`src/logic/agu_pkg.sv`:
```
// Constants, offsets and types shared by the address generation logic
package agu_pkg;
    localparam int ADDR_W = 16;
    localparam int PIVOT_W = 15;
    localparam int SEL_W = 4;
    localparam int PADDR_W = 12;
    localparam logic [SEL_W-1:0] STACK_SEL = 4'hF;
    localparam logic [ADDR_W-1:0] WORD_STEP = 16'h0002;
    localparam logic [ADDR_W-1:0] BYTE_STEP = 16'h0001;
    localparam logic [ADDR_W-1:0] LEN_ADJ = 16'h0001;
    // Register byte offsets
    localparam logic [PADDR_W-1:0] OFS_MODULO_CTRL = 12'h000;
    localparam logic [PADDR_W-1:0] OFS_BREV_CTRL = 12'h004;
    localparam logic [PADDR_W-1:0] OFS_X_START = 12'h008;
    localparam logic [PADDR_W-1:0] OFS_X_END = 12'h00C;
    localparam logic [PADDR_W-1:0] OFS_Y_START = 12'h010;
    localparam logic [PADDR_W-1:0] OFS_Y_END = 12'h014;
    localparam logic [PADDR_W-1:0] OFS_STATUS = 12'h018;
    // Field positions
    localparam int MC_XMOD_EN_BIT = 15;
    localparam int MC_YMOD_EN_BIT = 14;
    localparam int MC_BRSEL_LSB = 8;
    localparam int MC_YSEL_LSB = 4;
    localparam int MC_XSEL_LSB = 0;
    localparam int BR_EN_BIT = 15;
    localparam int ST_BREV_BIT = 16;
    // Values after reset
    localparam logic [15:0] RST_MODULO_CTRL = 16'h0FFF;
    localparam logic [15:0] RST_BREV_CTRL = 16'h0000;
    localparam logic [ADDR_W-1:0] RST_ADDR = 16'h0000;
    localparam logic [31:0] RST_PRDATA = 32'h0000_0000;

    typedef enum logic [2:0] {
        AM_DIRECT,
        AM_POST_INC,
        AM_POST_DEC,
        AM_PRE_INC,
        AM_PRE_DEC,
        AM_OFFSET
    } addr_mode_e;
endpackage

```
`src/logic/modulo_cfg_if.sv`:
```
// Modulo buffer settings handed from the register file to one address unit
interface modulo_cfg_if;
    logic en;
    logic [3:0] sel;
    logic [15:0] start_addr;
    logic [15:0] end_addr;
    modport src (output en, sel, start_addr, end_addr);
    modport sink (input en, sel, start_addr, end_addr);
endinterface

```
`src/logic/bit_reversed_modulo_agu.sv`:
```
// Data address generators: modulo wrap, bit-reversed writes, APB register file
module bit_reversed_modulo_agu
    import agu_pkg::*;
(
    input wire logic ref_clk,
    input wire logic rst_b,
    input wire logic ce,
    input wire logic [PADDR_W-1:0] paddr,
    input wire logic psel,
    input wire logic penable,
    input wire logic pwrite,
    input wire logic [31:0] pwdata,
    output logic [31:0] prdata,
    output logic pready,
    output logic pslverr,
    input wire logic xw_valid,
    input wire logic [SEL_W-1:0] xw_ptr_sel,
    input wire logic [ADDR_W-1:0] xw_ptr,
    input wire addr_mode_e xw_mode,
    input wire logic [ADDR_W-1:0] xw_offset,
    input wire logic xw_byte,
    output logic xw_addr_valid,
    output logic [ADDR_W-1:0] xw_addr,
    output logic xw_wb_en,
    output logic [SEL_W-1:0] xw_wb_sel,
    output logic [ADDR_W-1:0] xw_wb_data,
    input wire logic xr_valid,
    input wire logic [SEL_W-1:0] xr_ptr_sel,
    input wire logic [ADDR_W-1:0] xr_ptr,
    input wire addr_mode_e xr_mode,
    input wire logic [ADDR_W-1:0] xr_offset,
    input wire logic xr_byte,
    output logic xr_addr_valid,
    output logic [ADDR_W-1:0] xr_addr,
    output logic xr_wb_en,
    output logic [SEL_W-1:0] xr_wb_sel,
    output logic [ADDR_W-1:0] xr_wb_data,
    input wire logic y_valid,
    input wire logic [SEL_W-1:0] y_ptr_sel,
    input wire logic [ADDR_W-1:0] y_ptr,
    input wire addr_mode_e y_mode,
    input wire logic [ADDR_W-1:0] y_offset,
    input wire logic y_byte,
    output logic y_addr_valid,
    output logic [ADDR_W-1:0] y_addr,
    output logic y_wb_en,
    output logic [SEL_W-1:0] y_wb_sel,
    output logic [ADDR_W-1:0] y_wb_data
);
    logic [15:0] modulo_control_reg_r;
    logic [15:0] bit_reverse_control_reg_r;
    logic [ADDR_W-1:0] x_start_r, x_end_r, y_start_r, y_end_r;
    logic brev_last_r;
    logic [31:0] prdata_r;
    logic pready_r;
    logic pslverr_r;
    logic xw_addr_valid_r, xw_wb_en_r, xr_addr_valid_r, xr_wb_en_r, y_addr_valid_r, y_wb_en_r;
    logic [ADDR_W-1:0] xw_addr_r, xw_wb_data_r, xr_addr_r, xr_wb_data_r, y_addr_r, y_wb_data_r;
    logic [SEL_W-1:0] xw_wb_sel_r, xr_wb_sel_r, y_wb_sel_r;

    // Register fields
    wire logic x_mod_en = modulo_control_reg_r[MC_XMOD_EN_BIT];
    wire logic y_mod_en = modulo_control_reg_r[MC_YMOD_EN_BIT];
    wire logic [SEL_W-1:0] bit_reverse_pointer_select =
        modulo_control_reg_r[MC_BRSEL_LSB +: SEL_W];
    wire logic [SEL_W-1:0] x_mod_sel = modulo_control_reg_r[MC_XSEL_LSB +: SEL_W];
    wire logic [SEL_W-1:0] y_mod_sel = modulo_control_reg_r[MC_YSEL_LSB +: SEL_W];
    wire logic bit_reverse_enable = bit_reverse_control_reg_r[BR_EN_BIT];
    wire logic [PIVOT_W-1:0] reverse_pivot_modifier = bit_reverse_control_reg_r[PIVOT_W-1:0];

    // New settings apply from the edge after the write is taken
    wire logic brev_cfg_on = bit_reverse_enable && (bit_reverse_pointer_select != STACK_SEL);

    // APB decode
    wire logic apb_access = psel && penable;
    wire logic apb_done = apb_access && pready_r;
    wire logic apb_wr = apb_done && pwrite;
    wire logic hit_mc = (paddr == OFS_MODULO_CTRL);
    wire logic hit_br = (paddr == OFS_BREV_CTRL);
    wire logic hit_xs = (paddr == OFS_X_START);
    wire logic hit_xe = (paddr == OFS_X_END);
    wire logic hit_ys = (paddr == OFS_Y_START);
    wire logic hit_ye = (paddr == OFS_Y_END);
    wire logic hit_st = (paddr == OFS_STATUS);
    wire logic hit_any = hit_mc || hit_br || hit_xs || hit_xe || hit_ys || hit_ye || hit_st;
    wire logic [31:0] status_word = {15'h0000, brev_last_r, xw_addr_r};
    wire logic [31:0] rd_mux = hit_mc ? {16'h0000, modulo_control_reg_r} :
                               hit_br ? {16'h0000, bit_reverse_control_reg_r} :
                               hit_xs ? {16'h0000, x_start_r} :
                               hit_xe ? {16'h0000, x_end_r} :
                               hit_ys ? {16'h0000, y_start_r} :
                               hit_ye ? {16'h0000, y_end_r} :
                               hit_st ? status_word : RST_PRDATA;

    // Modulo settings per unit; reversal switches modulo off in X write and Y
    modulo_cfg_if xr_cfg ();
    modulo_cfg_if xw_cfg ();
    modulo_cfg_if y_cfg ();
    assign xr_cfg.en = x_mod_en;
    assign xr_cfg.sel = x_mod_sel;
    assign xr_cfg.start_addr = x_start_r;
    assign xr_cfg.end_addr = x_end_r;
    assign xw_cfg.en = x_mod_en && !brev_cfg_on;
    assign xw_cfg.sel = x_mod_sel;
    assign xw_cfg.start_addr = x_start_r;
    assign xw_cfg.end_addr = x_end_r;
    assign y_cfg.en = y_mod_en && !brev_cfg_on;
    assign y_cfg.sel = y_mod_sel;
    assign y_cfg.start_addr = y_start_r;
    assign y_cfg.end_addr = y_end_r;

    logic [ADDR_W-1:0] xr_ea, xr_wbd, xw_ea_n, xw_wbd_n, y_ea, y_wbd;
    logic xr_wbe, xw_wbe_n, y_wbe;

    modulo_ea_calc u_x_read (
        .cfg(xr_cfg.sink), .ptr_sel(xr_ptr_sel), .ptr(xr_ptr), .mode(xr_mode),
        .offset(xr_offset), .byte_sz(xr_byte), .ea(xr_ea), .wb_en(xr_wbe), .wb_data(xr_wbd)
    );
    modulo_ea_calc u_x_write (
        .cfg(xw_cfg.sink), .ptr_sel(xw_ptr_sel), .ptr(xw_ptr), .mode(xw_mode),
        .offset(xw_offset), .byte_sz(xw_byte), .ea(xw_ea_n), .wb_en(xw_wbe_n),
        .wb_data(xw_wbd_n)
    );
    modulo_ea_calc u_y (
        .cfg(y_cfg.sink), .ptr_sel(y_ptr_sel), .ptr(y_ptr), .mode(y_mode),
        .offset(y_offset), .byte_sz(y_byte), .ea(y_ea), .wb_en(y_wbe), .wb_data(y_wbd)
    );

    // Bit-reversed path, X write unit only
    wire logic xw_inc_mode = (xw_mode == AM_PRE_INC) || (xw_mode == AM_POST_INC);
    wire logic brev_act = brev_cfg_on && (xw_ptr_sel == bit_reverse_pointer_select) &&
                          xw_inc_mode && !xw_byte;
    logic [PIVOT_W-1:0] rev_sum;
    // Word address in bits 15:1 so the pivot counts words
    rev_carry_adder #(.W(PIVOT_W)) u_rev_add (
        .a(xw_ptr[ADDR_W-1:1]), .b(reverse_pivot_modifier), .sum(rev_sum)
    );
    wire logic [ADDR_W-1:0] rev_next = {rev_sum, 1'b0};
    wire logic [ADDR_W-1:0] rev_ea = (xw_mode == AM_PRE_INC) ? rev_next :
                                     {xw_ptr[ADDR_W-1:1], 1'b0};
    wire logic [ADDR_W-1:0] xw_ea = brev_act ? rev_ea : xw_ea_n;
    wire logic [ADDR_W-1:0] xw_wbd = brev_act ? rev_next : xw_wbd_n;
    wire logic xw_wbe = brev_act || xw_wbe_n;

    // APB slave: one wait state, write lands on the completing edge
    always_ff @(posedge ref_clk) begin
        if (!rst_b) begin
            pready_r <= 1'b0;
            pslverr_r <= 1'b0;
            prdata_r <= RST_PRDATA;
        end else if (ce) begin
            pready_r <= apb_access && !pready_r;
            pslverr_r <= apb_access && !pready_r && !hit_any;
            prdata_r <= (apb_access && !pready_r && !pwrite) ? rd_mux : RST_PRDATA;
        end
    end

    always_ff @(posedge ref_clk) begin
        if (!rst_b) begin
            modulo_control_reg_r <= RST_MODULO_CTRL;
            bit_reverse_control_reg_r <= RST_BREV_CTRL;
            x_start_r <= RST_ADDR;
            x_end_r <= RST_ADDR;
            y_start_r <= RST_ADDR;
            y_end_r <= RST_ADDR;
        end else if (ce && apb_wr) begin
            if (hit_mc) modulo_control_reg_r <= pwdata[15:0];
            if (hit_br) bit_reverse_control_reg_r <= pwdata[15:0];
            if (hit_xs) x_start_r <= pwdata[ADDR_W-1:0];
            if (hit_xe) x_end_r <= pwdata[ADDR_W-1:0];
            if (hit_ys) y_start_r <= pwdata[ADDR_W-1:0];
            if (hit_ye) y_end_r <= pwdata[ADDR_W-1:0];
        end
    end

    // Registered outputs of the three units
    always_ff @(posedge ref_clk) begin
        if (!rst_b) begin
            xw_addr_valid_r <= 1'b0;
            xw_addr_r <= RST_ADDR;
            xw_wb_en_r <= 1'b0;
            xw_wb_sel_r <= '0;
            xw_wb_data_r <= RST_ADDR;
            brev_last_r <= 1'b0;
        end else if (ce) begin
            xw_addr_valid_r <= xw_valid;
            xw_wb_en_r <= xw_valid && xw_wbe;
            if (xw_valid) begin
                xw_addr_r <= xw_ea;
                xw_wb_sel_r <= xw_ptr_sel;
                xw_wb_data_r <= xw_wbd;
                brev_last_r <= brev_act;
            end
        end
    end

    always_ff @(posedge ref_clk) begin
        if (!rst_b) begin
            xr_addr_valid_r <= 1'b0;
            xr_addr_r <= RST_ADDR;
            xr_wb_en_r <= 1'b0;
            xr_wb_sel_r <= '0;
            xr_wb_data_r <= RST_ADDR;
        end else if (ce) begin
            xr_addr_valid_r <= xr_valid;
            xr_wb_en_r <= xr_valid && xr_wbe;
            if (xr_valid) begin
                xr_addr_r <= xr_ea;
                xr_wb_sel_r <= xr_ptr_sel;
                xr_wb_data_r <= xr_wbd;
            end
        end
    end

    always_ff @(posedge ref_clk) begin
        if (!rst_b) begin
            y_addr_valid_r <= 1'b0;
            y_addr_r <= RST_ADDR;
            y_wb_en_r <= 1'b0;
            y_wb_sel_r <= '0;
            y_wb_data_r <= RST_ADDR;
        end else if (ce) begin
            y_addr_valid_r <= y_valid;
            y_wb_en_r <= y_valid && y_wbe;
            if (y_valid) begin
                y_addr_r <= y_ea;
                y_wb_sel_r <= y_ptr_sel;
                y_wb_data_r <= y_wbd;
            end
        end
    end

    assign prdata = prdata_r;
    assign pready = pready_r;
    assign pslverr = pslverr_r;
    assign xw_addr_valid = xw_addr_valid_r;
    assign xw_addr = xw_addr_r;
    assign xw_wb_en = xw_wb_en_r;
    assign xw_wb_sel = xw_wb_sel_r;
    assign xw_wb_data = xw_wb_data_r;
    assign xr_addr_valid = xr_addr_valid_r;
    assign xr_addr = xr_addr_r;
    assign xr_wb_en = xr_wb_en_r;
    assign xr_wb_sel = xr_wb_sel_r;
    assign xr_wb_data = xr_wb_data_r;
    assign y_addr_valid = y_addr_valid_r;
    assign y_addr = y_addr_r;
    assign y_wb_en = y_wb_en_r;
    assign y_wb_sel = y_wb_sel_r;
    assign y_wb_data = y_wb_data_r;

    // Reference reversed sum for checking
    function automatic logic [PIVOT_W-1:0] flip15(input logic [PIVOT_W-1:0] v);
        logic [PIVOT_W-1:0] r;
        for (int i = 0; i < PIVOT_W; i++) r[i] = v[PIVOT_W-1-i];
        return r;
    endfunction
    wire logic [PIVOT_W-1:0] ref_rev =
        flip15(PIVOT_W'(flip15(xw_ptr[ADDR_W-1:1]) + flip15(reverse_pivot_modifier)));
    wire logic xr_mod_hit = x_mod_en && (xr_ptr_sel == x_mod_sel) && !xr_byte;
    wire logic [ADDR_W-1:0] xr_step_sum = ADDR_W'(xr_ptr + WORD_STEP);
    wire logic [ADDR_W-1:0] x_len = ADDR_W'(x_end_r - x_start_r + LEN_ADJ);
    wire logic y_mod_hit = y_mod_en && !brev_cfg_on &&
        (y_ptr_sel == y_mod_sel) && !y_byte;
    wire logic [ADDR_W-1:0] y_step_dif = ADDR_W'(y_ptr - WORD_STEP);
    wire logic [ADDR_W-1:0] y_len = ADDR_W'(y_end_r - y_start_r + LEN_ADJ);
endmodule

```
`src/logic/modulo_ea_calc.sv`:
```
// Effective address and write-back value of one address unit, with modulo wrap
module modulo_ea_calc
    import agu_pkg::*;
(
    modulo_cfg_if.sink cfg,
    input wire logic [SEL_W-1:0] ptr_sel,
    input wire logic [ADDR_W-1:0] ptr,
    input wire addr_mode_e mode,
    input wire logic [ADDR_W-1:0] offset,
    input wire logic byte_sz,
    output logic [ADDR_W-1:0] ea,
    output logic wb_en,
    output logic [ADDR_W-1:0] wb_data
);
    wire logic is_inc = (mode == AM_POST_INC) || (mode == AM_PRE_INC);
    wire logic is_dec = (mode == AM_POST_DEC) || (mode == AM_PRE_DEC);
    wire logic is_pre = (mode == AM_PRE_INC) || (mode == AM_PRE_DEC);
    wire logic is_off = (mode == AM_OFFSET);
    wire logic [ADDR_W-1:0] step = byte_sz ? BYTE_STEP : WORD_STEP;
    wire logic [ADDR_W-1:0] modified = is_inc ? ADDR_W'(ptr + step) :
                                       is_dec ? ADDR_W'(ptr - step) :
                                       is_off ? ADDR_W'(ptr + offset) : ptr;
    wire logic use_mod = cfg.en && (ptr_sel == cfg.sel);
    wire logic [ADDR_W-1:0] buf_len = ADDR_W'(cfg.end_addr - cfg.start_addr + LEN_ADJ);
    wire logic going_up = is_inc || (is_off && !offset[ADDR_W-1]);
    wire logic going_down = is_dec || (is_off && offset[ADDR_W-1]);
    // Beyond the limit, not only equal to it
    wire logic past_hi = going_up && (modified > cfg.end_addr);
    wire logic past_lo = going_down && (modified < cfg.start_addr);
    wire logic [ADDR_W-1:0] corrected = !use_mod ? modified :
                                        past_hi ? ADDR_W'(modified - buf_len) :
                                        past_lo ? ADDR_W'(modified + buf_len) : modified;

    assign ea = (is_pre || is_off) ? corrected : ptr;
    assign wb_en = is_inc || is_dec;
    assign wb_data = corrected;
endmodule

```
`src/logic/rev_carry_adder.sv`:
```
// Adder whose carries run from the top bit down toward bit zero
module rev_carry_adder #(
    parameter int W = 15
) (
    input wire logic [W-1:0] a,
    input wire logic [W-1:0] b,
    output logic [W-1:0] sum
);
    logic [W:0] carry;
    assign carry[W] = 1'b0;
    for (genvar i = 0; i < W; i++) begin : g_bit
        assign sum[i] = a[i] ^ b[i] ^ carry[i+1];
        assign carry[i] = (a[i] & b[i]) | (carry[i+1] & (a[i] ^ b[i]));
    end
endmodule

```
`config.mk`:
```
export PLATFORM = sky130hd
export DESIGN_NAME = bit_reversed_modulo_agu
export DESIGN_NICKNAME = d
export VERILOG_FILES = /design/src/logic/agu_pkg.sv /design/src/logic/modulo_cfg_if.sv /design/src/logic/bit_reversed_modulo_agu.sv /design/src/logic/modulo_ea_calc.sv /design/src/logic/rev_carry_adder.sv
export SDC_FILE = /design/constraint.sdc
export NUM_CORES = 1
export LEC_CHECK = 0
export ABC_AREA = 1
export ABC_CLOCK_PERIOD_IN_PS = 8500
export BUFFER_PORTS_ARGS = -buffer_cell sky130_fd_sc_hd__buf_2
export CORE_UTILIZATION = 40
export CTS_CLUSTER_DIAMETER = 120
export CTS_CLUSTER_SIZE = 40
export DETAILED_ROUTE_END_ITERATION = 7
export REMOVE_ABC_BUFFERS = 1
export SETUP_SLACK_MARGIN = 0.3
export SYNTH_ARGS = -nofsm -noshare
export SYNTH_HDL_FRONTEND = slang
export SYNTH_SLANG_ARGS = --single-unit
export TNS_END_PERCENT = 50
```
`constraint.sdc`:
```
create_clock -name ref_clk -period 8.5 [get_ports ref_clk]
set_clock_uncertainty 0.05 [all_clocks]
set_input_delay 1.7 -clock ref_clk [delete_from_list [all_inputs] [get_ports ref_clk]]
set_output_delay 1.7 -clock ref_clk [all_outputs]
set_load 0.01 [all_outputs]
```
After elaboration in Yosys (flattened, before gate mapping)

Index checks and enable logic that the tools add are counted.
Widths: inputs -> output; s select.

Logic and storage cells: 257
Output and inout bits: 148
Register bits: 245
Bits of input ports: 173

Multiplexer cells: 35
Reductions and logical operators: 77
Bitwise operators: 69
Add/subtract/negate cells: 19
Equal/unequal tests: 26
Magnitude comparators: 6

Operators with widths:

| operator              | count |
|---|---|
| $mux 16               | 24 |
| $add 16x16->16        | 9 |
| $mux 17               | 8 |
| $sub 16x16->16        | 8 |
| $gt 16x16->1          | 3 |
| $lt 16x16->1          | 3 |
| $eq 12x5->1 const B   | 3 |
| $add 16x1->16 const B | 2 |
| $logic_and 1x1->1     | 31 |
| $xor 1x1->1           | 29 |
| $logic_or 1x1->1      | 28 |
| $and 1x1->1           | 27 |
| $eq 12x4->1 const B   | 2 |
| $eq 3x2->1 const B    | 6 |
| $eq 3x3->1 const B    | 6 |
| $reduce_and 2->1      | 9 |
| $eq 4x4->1            | 4 |
| $or 1x1->1            | 13 |
| $eq 12x3->1 const B   | 1 |
| $logic_not 12->1      | 1 |
| $eq 3x1->1 const B    | 3 |
| $logic_not 1->1       | 8 |
| $mux 2                | 3 |
| $ne 4x4->1 const B    | 1 |

Depth between registers and ports, before layout

Depth in word-level cells: 30
Gate-level depth with buffers: 35

By module

Synthesis repeated with hierarchy kept, for this count alone.

Cell total of the unflattened synthesis: 4365
Area, all modules: 27567.7 um^2

Modules (own cells, without submodules):

| module                      | cells each | seq. area each (um^2) | area each (um^2) | times used |
|---|---|---|---|---|
| bit_reversed_modulo_agu     | 1423       | 4604.4                | 10234.8          | 1 |
| modulo_ea_calc at u_y       | 985        | 0.0                   | 5773.0           | 1 |
| modulo_ea_calc at u_x_write | 963        | 0.0                   | 5625.4           | 1 |
| modulo_ea_calc at u_x_read  | 965        | 0.0                   | 5602.9           | 1 |
| rev_carry_adder             | 29         | 0.0                   | 331.6            | 1 |

Least setup slack after synthesis

OpenSTA, ideal clock, no wires.

Kind: input port to flip-flop
From: input port xw_ptr[15]
To: register xw_addr_r[1] (netlist: xw_addr[1])
Stages on the path: 20
Slack: 0.918 ns
Data required time: 8.380 ns
Arrival: 7.462 ns
Buffers on the path: 0
Library setup time: 0.070 ns
Path through: ha_1 fa_1 fa_1 fa_1 fa_1 fa_1 fa_1 fa_1 fa_1 fa_1 fa_1 fa_1 fa_1 fa_1 xnor2_1 xor2_1 o21ai_0 nand2_1 nand2_1 a21oi_1

Word-level cells in the longest chain between the ends: 30
Elaborated cells on any way between the ends: 44
Those cells by class: add/sub (3); order compare (2); mux (9); bitwise (28); reduce/logical (2)

RTL lines:

| item                      | RTL line                       | source |
|---|---|---|
| start: declaration        | bit_reversed_modulo_agu.sv:18  | `input wire logic [ADDR_W-1:0] xw_ptr,` |
| $and 1x1->1 (2 in series) | rev_carry_adder.sv:13          | `assign carry[i] = (a[i] & b[i]) \| (carry[i+1] & (a[i] ^ b[i]));` |
| $or 1x1->1                | rev_carry_adder.sv:13          |  |
| $and 1x1->1               | rev_carry_adder.sv:13          |  |
| $or 1x1->1                | rev_carry_adder.sv:13          |  |
| $and 1x1->1               | rev_carry_adder.sv:13          |  |
| $or 1x1->1                | rev_carry_adder.sv:13          |  |
| $and 1x1->1               | rev_carry_adder.sv:13          |  |
| $or 1x1->1                | rev_carry_adder.sv:13          |  |
| [... 13 more ...]         | --                             |  |
| $or 1x1->1                | rev_carry_adder.sv:13          |  |
| $and 1x1->1               | rev_carry_adder.sv:13          |  |
| $or 1x1->1                | rev_carry_adder.sv:13          |  |
| $and 1x1->1               | rev_carry_adder.sv:13          |  |
| $or 1x1->1                | rev_carry_adder.sv:13          |  |
| $xor 1x1->1               | rev_carry_adder.sv:12          | `assign sum[i] = a[i] ^ b[i] ^ carry[i+1];` |
| $mux 16                   | bit_reversed_modulo_agu.sv:139 | `wire logic [ADDR_W-1:0] rev_ea = (xw_mode == AM_PRE_INC) ? rev_next :` |
| $mux 16 (*)               | bit_reversed_modulo_agu.sv:141 | `wire logic [ADDR_W-1:0] xw_ea = brev_act ? rev_ea : xw_ea_n;` |
| end signal: assignment    | bit_reversed_modulo_agu.sv:189 | `xw_addr_r <= xw_ea;` |
| end: declaration          | bit_reversed_modulo_agu.sv:58  | `logic [ADDR_W-1:0] xw_addr_r, xw_wb_data_r, xr_addr_r, xr_wb_data_r, y_addr_r, y_wb_data_r;` |

Mark *: on every way between the ends. The rest lies on a longest branch, timed or not.
A chain may end at the register's enable or synchronous reset.

Final worst setup path

Same ends and word-level chain as after synthesis.

==> flow_summary_export.csv <==
group,metric,value,unit
setup_path,timing.setup.critical_path_class,"in2reg",
sta,fin_setup_tns,0,ps
clock_network,cts-root-to-sink-buffers,3,
sta,timing.final.max_slew_violations,0,
detailed_routing,drt-total-wl,89.79,mm
synth,post_synth.cell_area_avg,6.367,µm²
sta,final_number_of_hold_violating_endpoints,0,
clock_network,cts_setup_buffers,0,
setup_path,regToRegSetupSlack,1860,ps
sta,final.period_utilization,88.23,%
power_and_ir_drop,vdd.ir_drop.worst,0.1490,mV
power_and_ir_drop,report.power.total,3.282,mW
synth,synth_top_cell_by_area,"sky130_fd_sc_hd__dfxtp_1",
sta,timing.slew.headroom,29.90,%
synth,mappedNetlistArea,0.02500,mm²
power_and_ir_drop,leakage,13.31,nW
setup_path,critPathMaxStageDelay,390,ps
synth,ys_ff_latch,230,
synth,ys_warn_count,0,
sta,max_freq,0.1333,GHz
clock_network,cts-htree-levels,1,
place,gp_congestion,0.9547,
die,die_height,252.0,µm
min_path,worstHoldPathType,"reg2reg",
die,io_pins,321,
synth,dominant_combinational_cell_family_by_area_after_synthesis,"compound AO/OA/AOI/OAI gates",
setup_path,critical_path.endpoint_type,"flip-flop",
detailed_routing,post-route-drc-count,0,
sta,setup_violations,0,
detailed_routing,detail_route.iter0.violations,1831,
detailed_routing,vias,26660,
job,maxcap_viol_count,0,
cells_and_area,area_delta_synth_final,10.24,%
setup_path,worstReg2RegEnd,"xw_addr[1]",
cells_and_area,final_nets,4602,
place,post-dp-hpwl,72.94,mm
detailed_routing,first_pass_iters,5,
die,initial_core_util,40.51,%
synth,synth_ff_type,"sky130_fd_sc_hd__dfxtp_1",
place,placement.io_buffers,289,
die,die_area,0.06350,mm²
setup_path,worst_path_max_delay_cell,"sky130_fd_sc_hd__fa_1",
global_route,grt_remaining_overflow,0,
min_path,hold_path_startpoint,"xr_addr[15]",
clock_network,tritoncts,"built",
synth,synth-seq-area-share,18.42,%
synth,netlist_instances,3926,
detailed_routing,post_detailed_route_via_to_cell_ratio,5.390,
setup_path,critPathArrivalTime,7900,ps
cells_and_area,ff_latch_area,0.004604,mm²
synth,synth.area.top_cells,"sky130_fd_sc_hd__dfxtp_1, sky130_fd_sc_hd__ha_1, sky130_fd_sc_hd__nand2_1",
run_status,run_status,"finished, final reports clean",
min_path,whs_endpoint,"xr_addr[15]",
clock_network,number_of_buffers_added_by_the_clock_tree_synthesis_step,14,
detailed_routing,ant_nets,0,
place,placement.cell_area,0.02702,mm²
setup_path,worst_path_most_repeated_cell,"sky130_fd_sc_hd__fa_1",
synth,synth-simple-area-share,24.41,%
synth,complex_gate_fraction_of_the_synthesized_area,25.17,%
setup_path,critical_path_peak_fanout,7,
min_path,timing.hold.worst_path_depth,2,
synth,post_synth_fa_ha_maj_area_fraction,17.37,%
detailed_routing,routedWlPerCell,18.15,µm
global_route,maximum_number_of_pins_on_one_net_before_global_route_repair,107,
clock_network,clock_sink_count,230,
clock_network,clock_latency_on_the_worst_skew_pair,590,ps
cells_and_area,fill_cells,6787,
cells_and_area,drive_above_1_share,9.981,%
clock_network,post_cts.resized_instances,0,
synth,mux_cell_area_share_after_synthesis,0,%
sta,timing_worst_slew_pin_value,1049,ps
cells_and_area,finish.instance_area,0.02756,mm²
global_route,first_global_vias,24310,
synth,most_frequently_used_cell_type_in_the_post_synthesis_netlist,"sky130_fd_sc_hd__nand2_1",
setup_path,crit-reg2reg-launch,"bit_reverse_control_reg_r[14]",
power_and_ir_drop,cellPowerDensity,119.1,mW/mm²
die,fp.dieW,252.0,µm
setup_path,worst_setup_path_start_kind,"primary input",
clock_network,clkSlewWorstSetupHoldPaths,90,ps
global_route,grt_util_overall,27.55,%
clock_network,post_cts_hold_buffer_count,0,
synth,post_synth_most_frequent_cells,"sky130_fd_sc_hd__nand2_1, sky130_fd_sc_hd__a21oi_1, sky130_fd_sc_hd__inv_1",
setup_path,cp_cell_sequence,"buf_2, ha_1, fa_1, fa_1, fa_1, fa_1, fa_1, fa_1, fa_1, fa_1, fa_1, fa_1, fa_1, fa_1, fa_1, xnor2_1, xor2_1, o21ai_0, nand2_1, nand2_1, a21oi_1",
setup_path,cell_count_of_the_worst_reg_to_reg_path,20,
cells_and_area,multi_input_comb_area,0.01784,mm²
synth,synth_async_sr_flop_share,0,%
global_route,antenna_found_initial,4,
sta,finalCriticalPeriod,7500,ps
die,core.rowCount,91,
synth,synth_enable_flop_cells,0,
setup_path,timing.critical_path.required,8900,ps
synth,synth_xor_area_share,4.204,%
sta,grt_setup_unrepaired,"no",
synth,ys_types,63,
die,core_region_area,0.06171,mm²
global_route,global_route_wire_length_before_repair,138.0,mm
clock_network,cts.root.buffer_cell,"sky130_fd_sc_hd__clkbuf_16",
synth,synth_top_cell_area_share,18.42,%
-- critical path, delay by kind of cell --
| family | cells | cell delay (ps) |
|---|---|---|
| fa+ha+maj | 14 | 5260 |
| xor+xnor | 2 | 390 |
| compound gates | 2 | 220 |
| buf+inv | 1 | 160 |
| simple gates | 2 | 160 |
-- final cells by class --
type | count | share of cell area (%)
Multi-Input combinational cell | 3047 | 64.76
Sequential cell | 230 | 16.71
Inverter | 484 | 6.602
Timing Repair Buffer | 323 | 6.184
Tap cell | 837 | 3.800
Clock buffer | 16 | 1.335
Clock inverter | 8 | 0.5948
Antenna cell | 2 | 0.01816
-- worst max-delay path by stage --
stage / startpoint / to / slack [ps] / cells past startpoint
after floorplan: xw_ptr[15] / xw_addr[1] / 860 / 20
after global placement: xw_ptr[15] / xw_addr[1] / 530 / 21
after detailed placement: xw_ptr[15] / xw_addr[1] / 490 / 21
after CTS: xw_ptr[15] / xw_addr[1] / 1020 / 21
after global routing: xw_ptr[15] / xw_addr[1] / 810 / 21
final: xw_ptr[15] / xw_addr[1] / 1000 / 21
-- layer usage --
| metal | wire length, µm | vias up | track usage (%) | share of wire, % |
|---|---|---|---|---|
| met3 | 4835 | 123 | 3.147 | 5.4 |
| met4 | 2869 | 4 | 8.087 | 3.2 |
| met1 | 38890 | 12290 | 35.49 | 43 |
| met5 | 24 | - | 0 | 0.027 |
| li1 | - | 13550 | - | - |
| met2 | 43170 | 699 | 47.98 | 48 |
-- registers in the layout (all words and copies together) (netlist names), 16 cells and up --
signal and count:
y_addr 16, y_cfg.start_addr 16, x_start_r 16, xw_addr 16, xr_wb_data 16, modulo_control_reg_r 16, xw_wb_data 16, x_end_r 16
y_wb_data 16, bit_reverse_control_reg_r 16, prdata 17, y_cfg.end_addr 16, xr_addr 16
-- report_power, final --
group	switching (mW)	internal (mW)	leakage, nW	total (mW)
registers	0.0247	1.11	1.87	1.14
clock network	0.487	0.376	0.251	0.863
logic	0.831	0.450	11.2	1.28
total	1.34	1.94	13.3	3.28
-- logic make-up (layout without fill, tap and decap cells) --
family                   after synthesis  count (layout)
flip-flops                           230             230
adder cells (fa/ha/maj)              329             329
XOR/XNOR                             120             120
AO/OA/AOI/OAI                       1121            1121
AND/OR/NAND/NOR                     1462            1462
buffers and inverters                663             831
other                                  1              17
-- cells in the final DEF, fill, tap and decap left out, types with 8 or more instances in the layout --
cell type | netlist | routed
sky130_fd_sc_hd__a211oi_1 | 10 | 10
sky130_fd_sc_hd__a21o_1 | 14 | 14
sky130_fd_sc_hd__a21oi_1 | 478 | 478
sky130_fd_sc_hd__a221oi_1 | 9 | 9
sky130_fd_sc_hd__a31oi_1 | 21 | 21
sky130_fd_sc_hd__buf_2 | 15 | 288
sky130_fd_sc_hd__buf_4 | 21 | 35
sky130_fd_sc_hd__clkbuf_16 | 0 | 14
sky130_fd_sc_hd__clkinv_1 | 8 | 8
sky130_fd_sc_hd__conb_1 | 1 | 15
sky130_fd_sc_hd__dfxtp_1 | 230 | 230
sky130_fd_sc_hd__fa_1 | 30 | 30
sky130_fd_sc_hd__ha_1 | 299 | 299
sky130_fd_sc_hd__inv_1 | 464 | 464
sky130_fd_sc_hd__inv_2 | 12 | 11
sky130_fd_sc_hd__nand2_1 | 841 | 841
sky130_fd_sc_hd__nand2_2 | 10 | 10
sky130_fd_sc_hd__nand3_1 | 214 | 214
sky130_fd_sc_hd__nand4_1 | 27 | 27
sky130_fd_sc_hd__nor2_1 | 273 | 272
sky130_fd_sc_hd__nor3_1 | 41 | 41
sky130_fd_sc_hd__o2111ai_1 | 19 | 19
sky130_fd_sc_hd__o211ai_1 | 58 | 58
sky130_fd_sc_hd__o21a_1 | 9 | 9
sky130_fd_sc_hd__o21ai_0 | 373 | 373
sky130_fd_sc_hd__o21ai_1 | 20 | 20
sky130_fd_sc_hd__o21bai_1 | 34 | 34
sky130_fd_sc_hd__o221ai_1 | 23 | 23
sky130_fd_sc_hd__o22ai_1 | 17 | 17
sky130_fd_sc_hd__o31ai_1 | 11 | 11
sky130_fd_sc_hd__or2_2 | 22 | 22
sky130_fd_sc_hd__xnor2_1 | 24 | 24
sky130_fd_sc_hd__xor2_1 | 96 | 96
-- stage by stage --
stage	std cells	worst slack, ps	hold slack, ps	util [%]
2_1_floorplan	3761	861.1	379.1	-
3_3_place_gp	4921	531.8	396.6	43.78
3_5_place_dp	4921	492.0	401.8	43.78
4_1_cts	4945	1024	413.3	44.65
5_1_grt	4946	809.1	433.4	44.65
6_report	4947	1000	411.7	44.65
(Power assumes the default switching activity.)
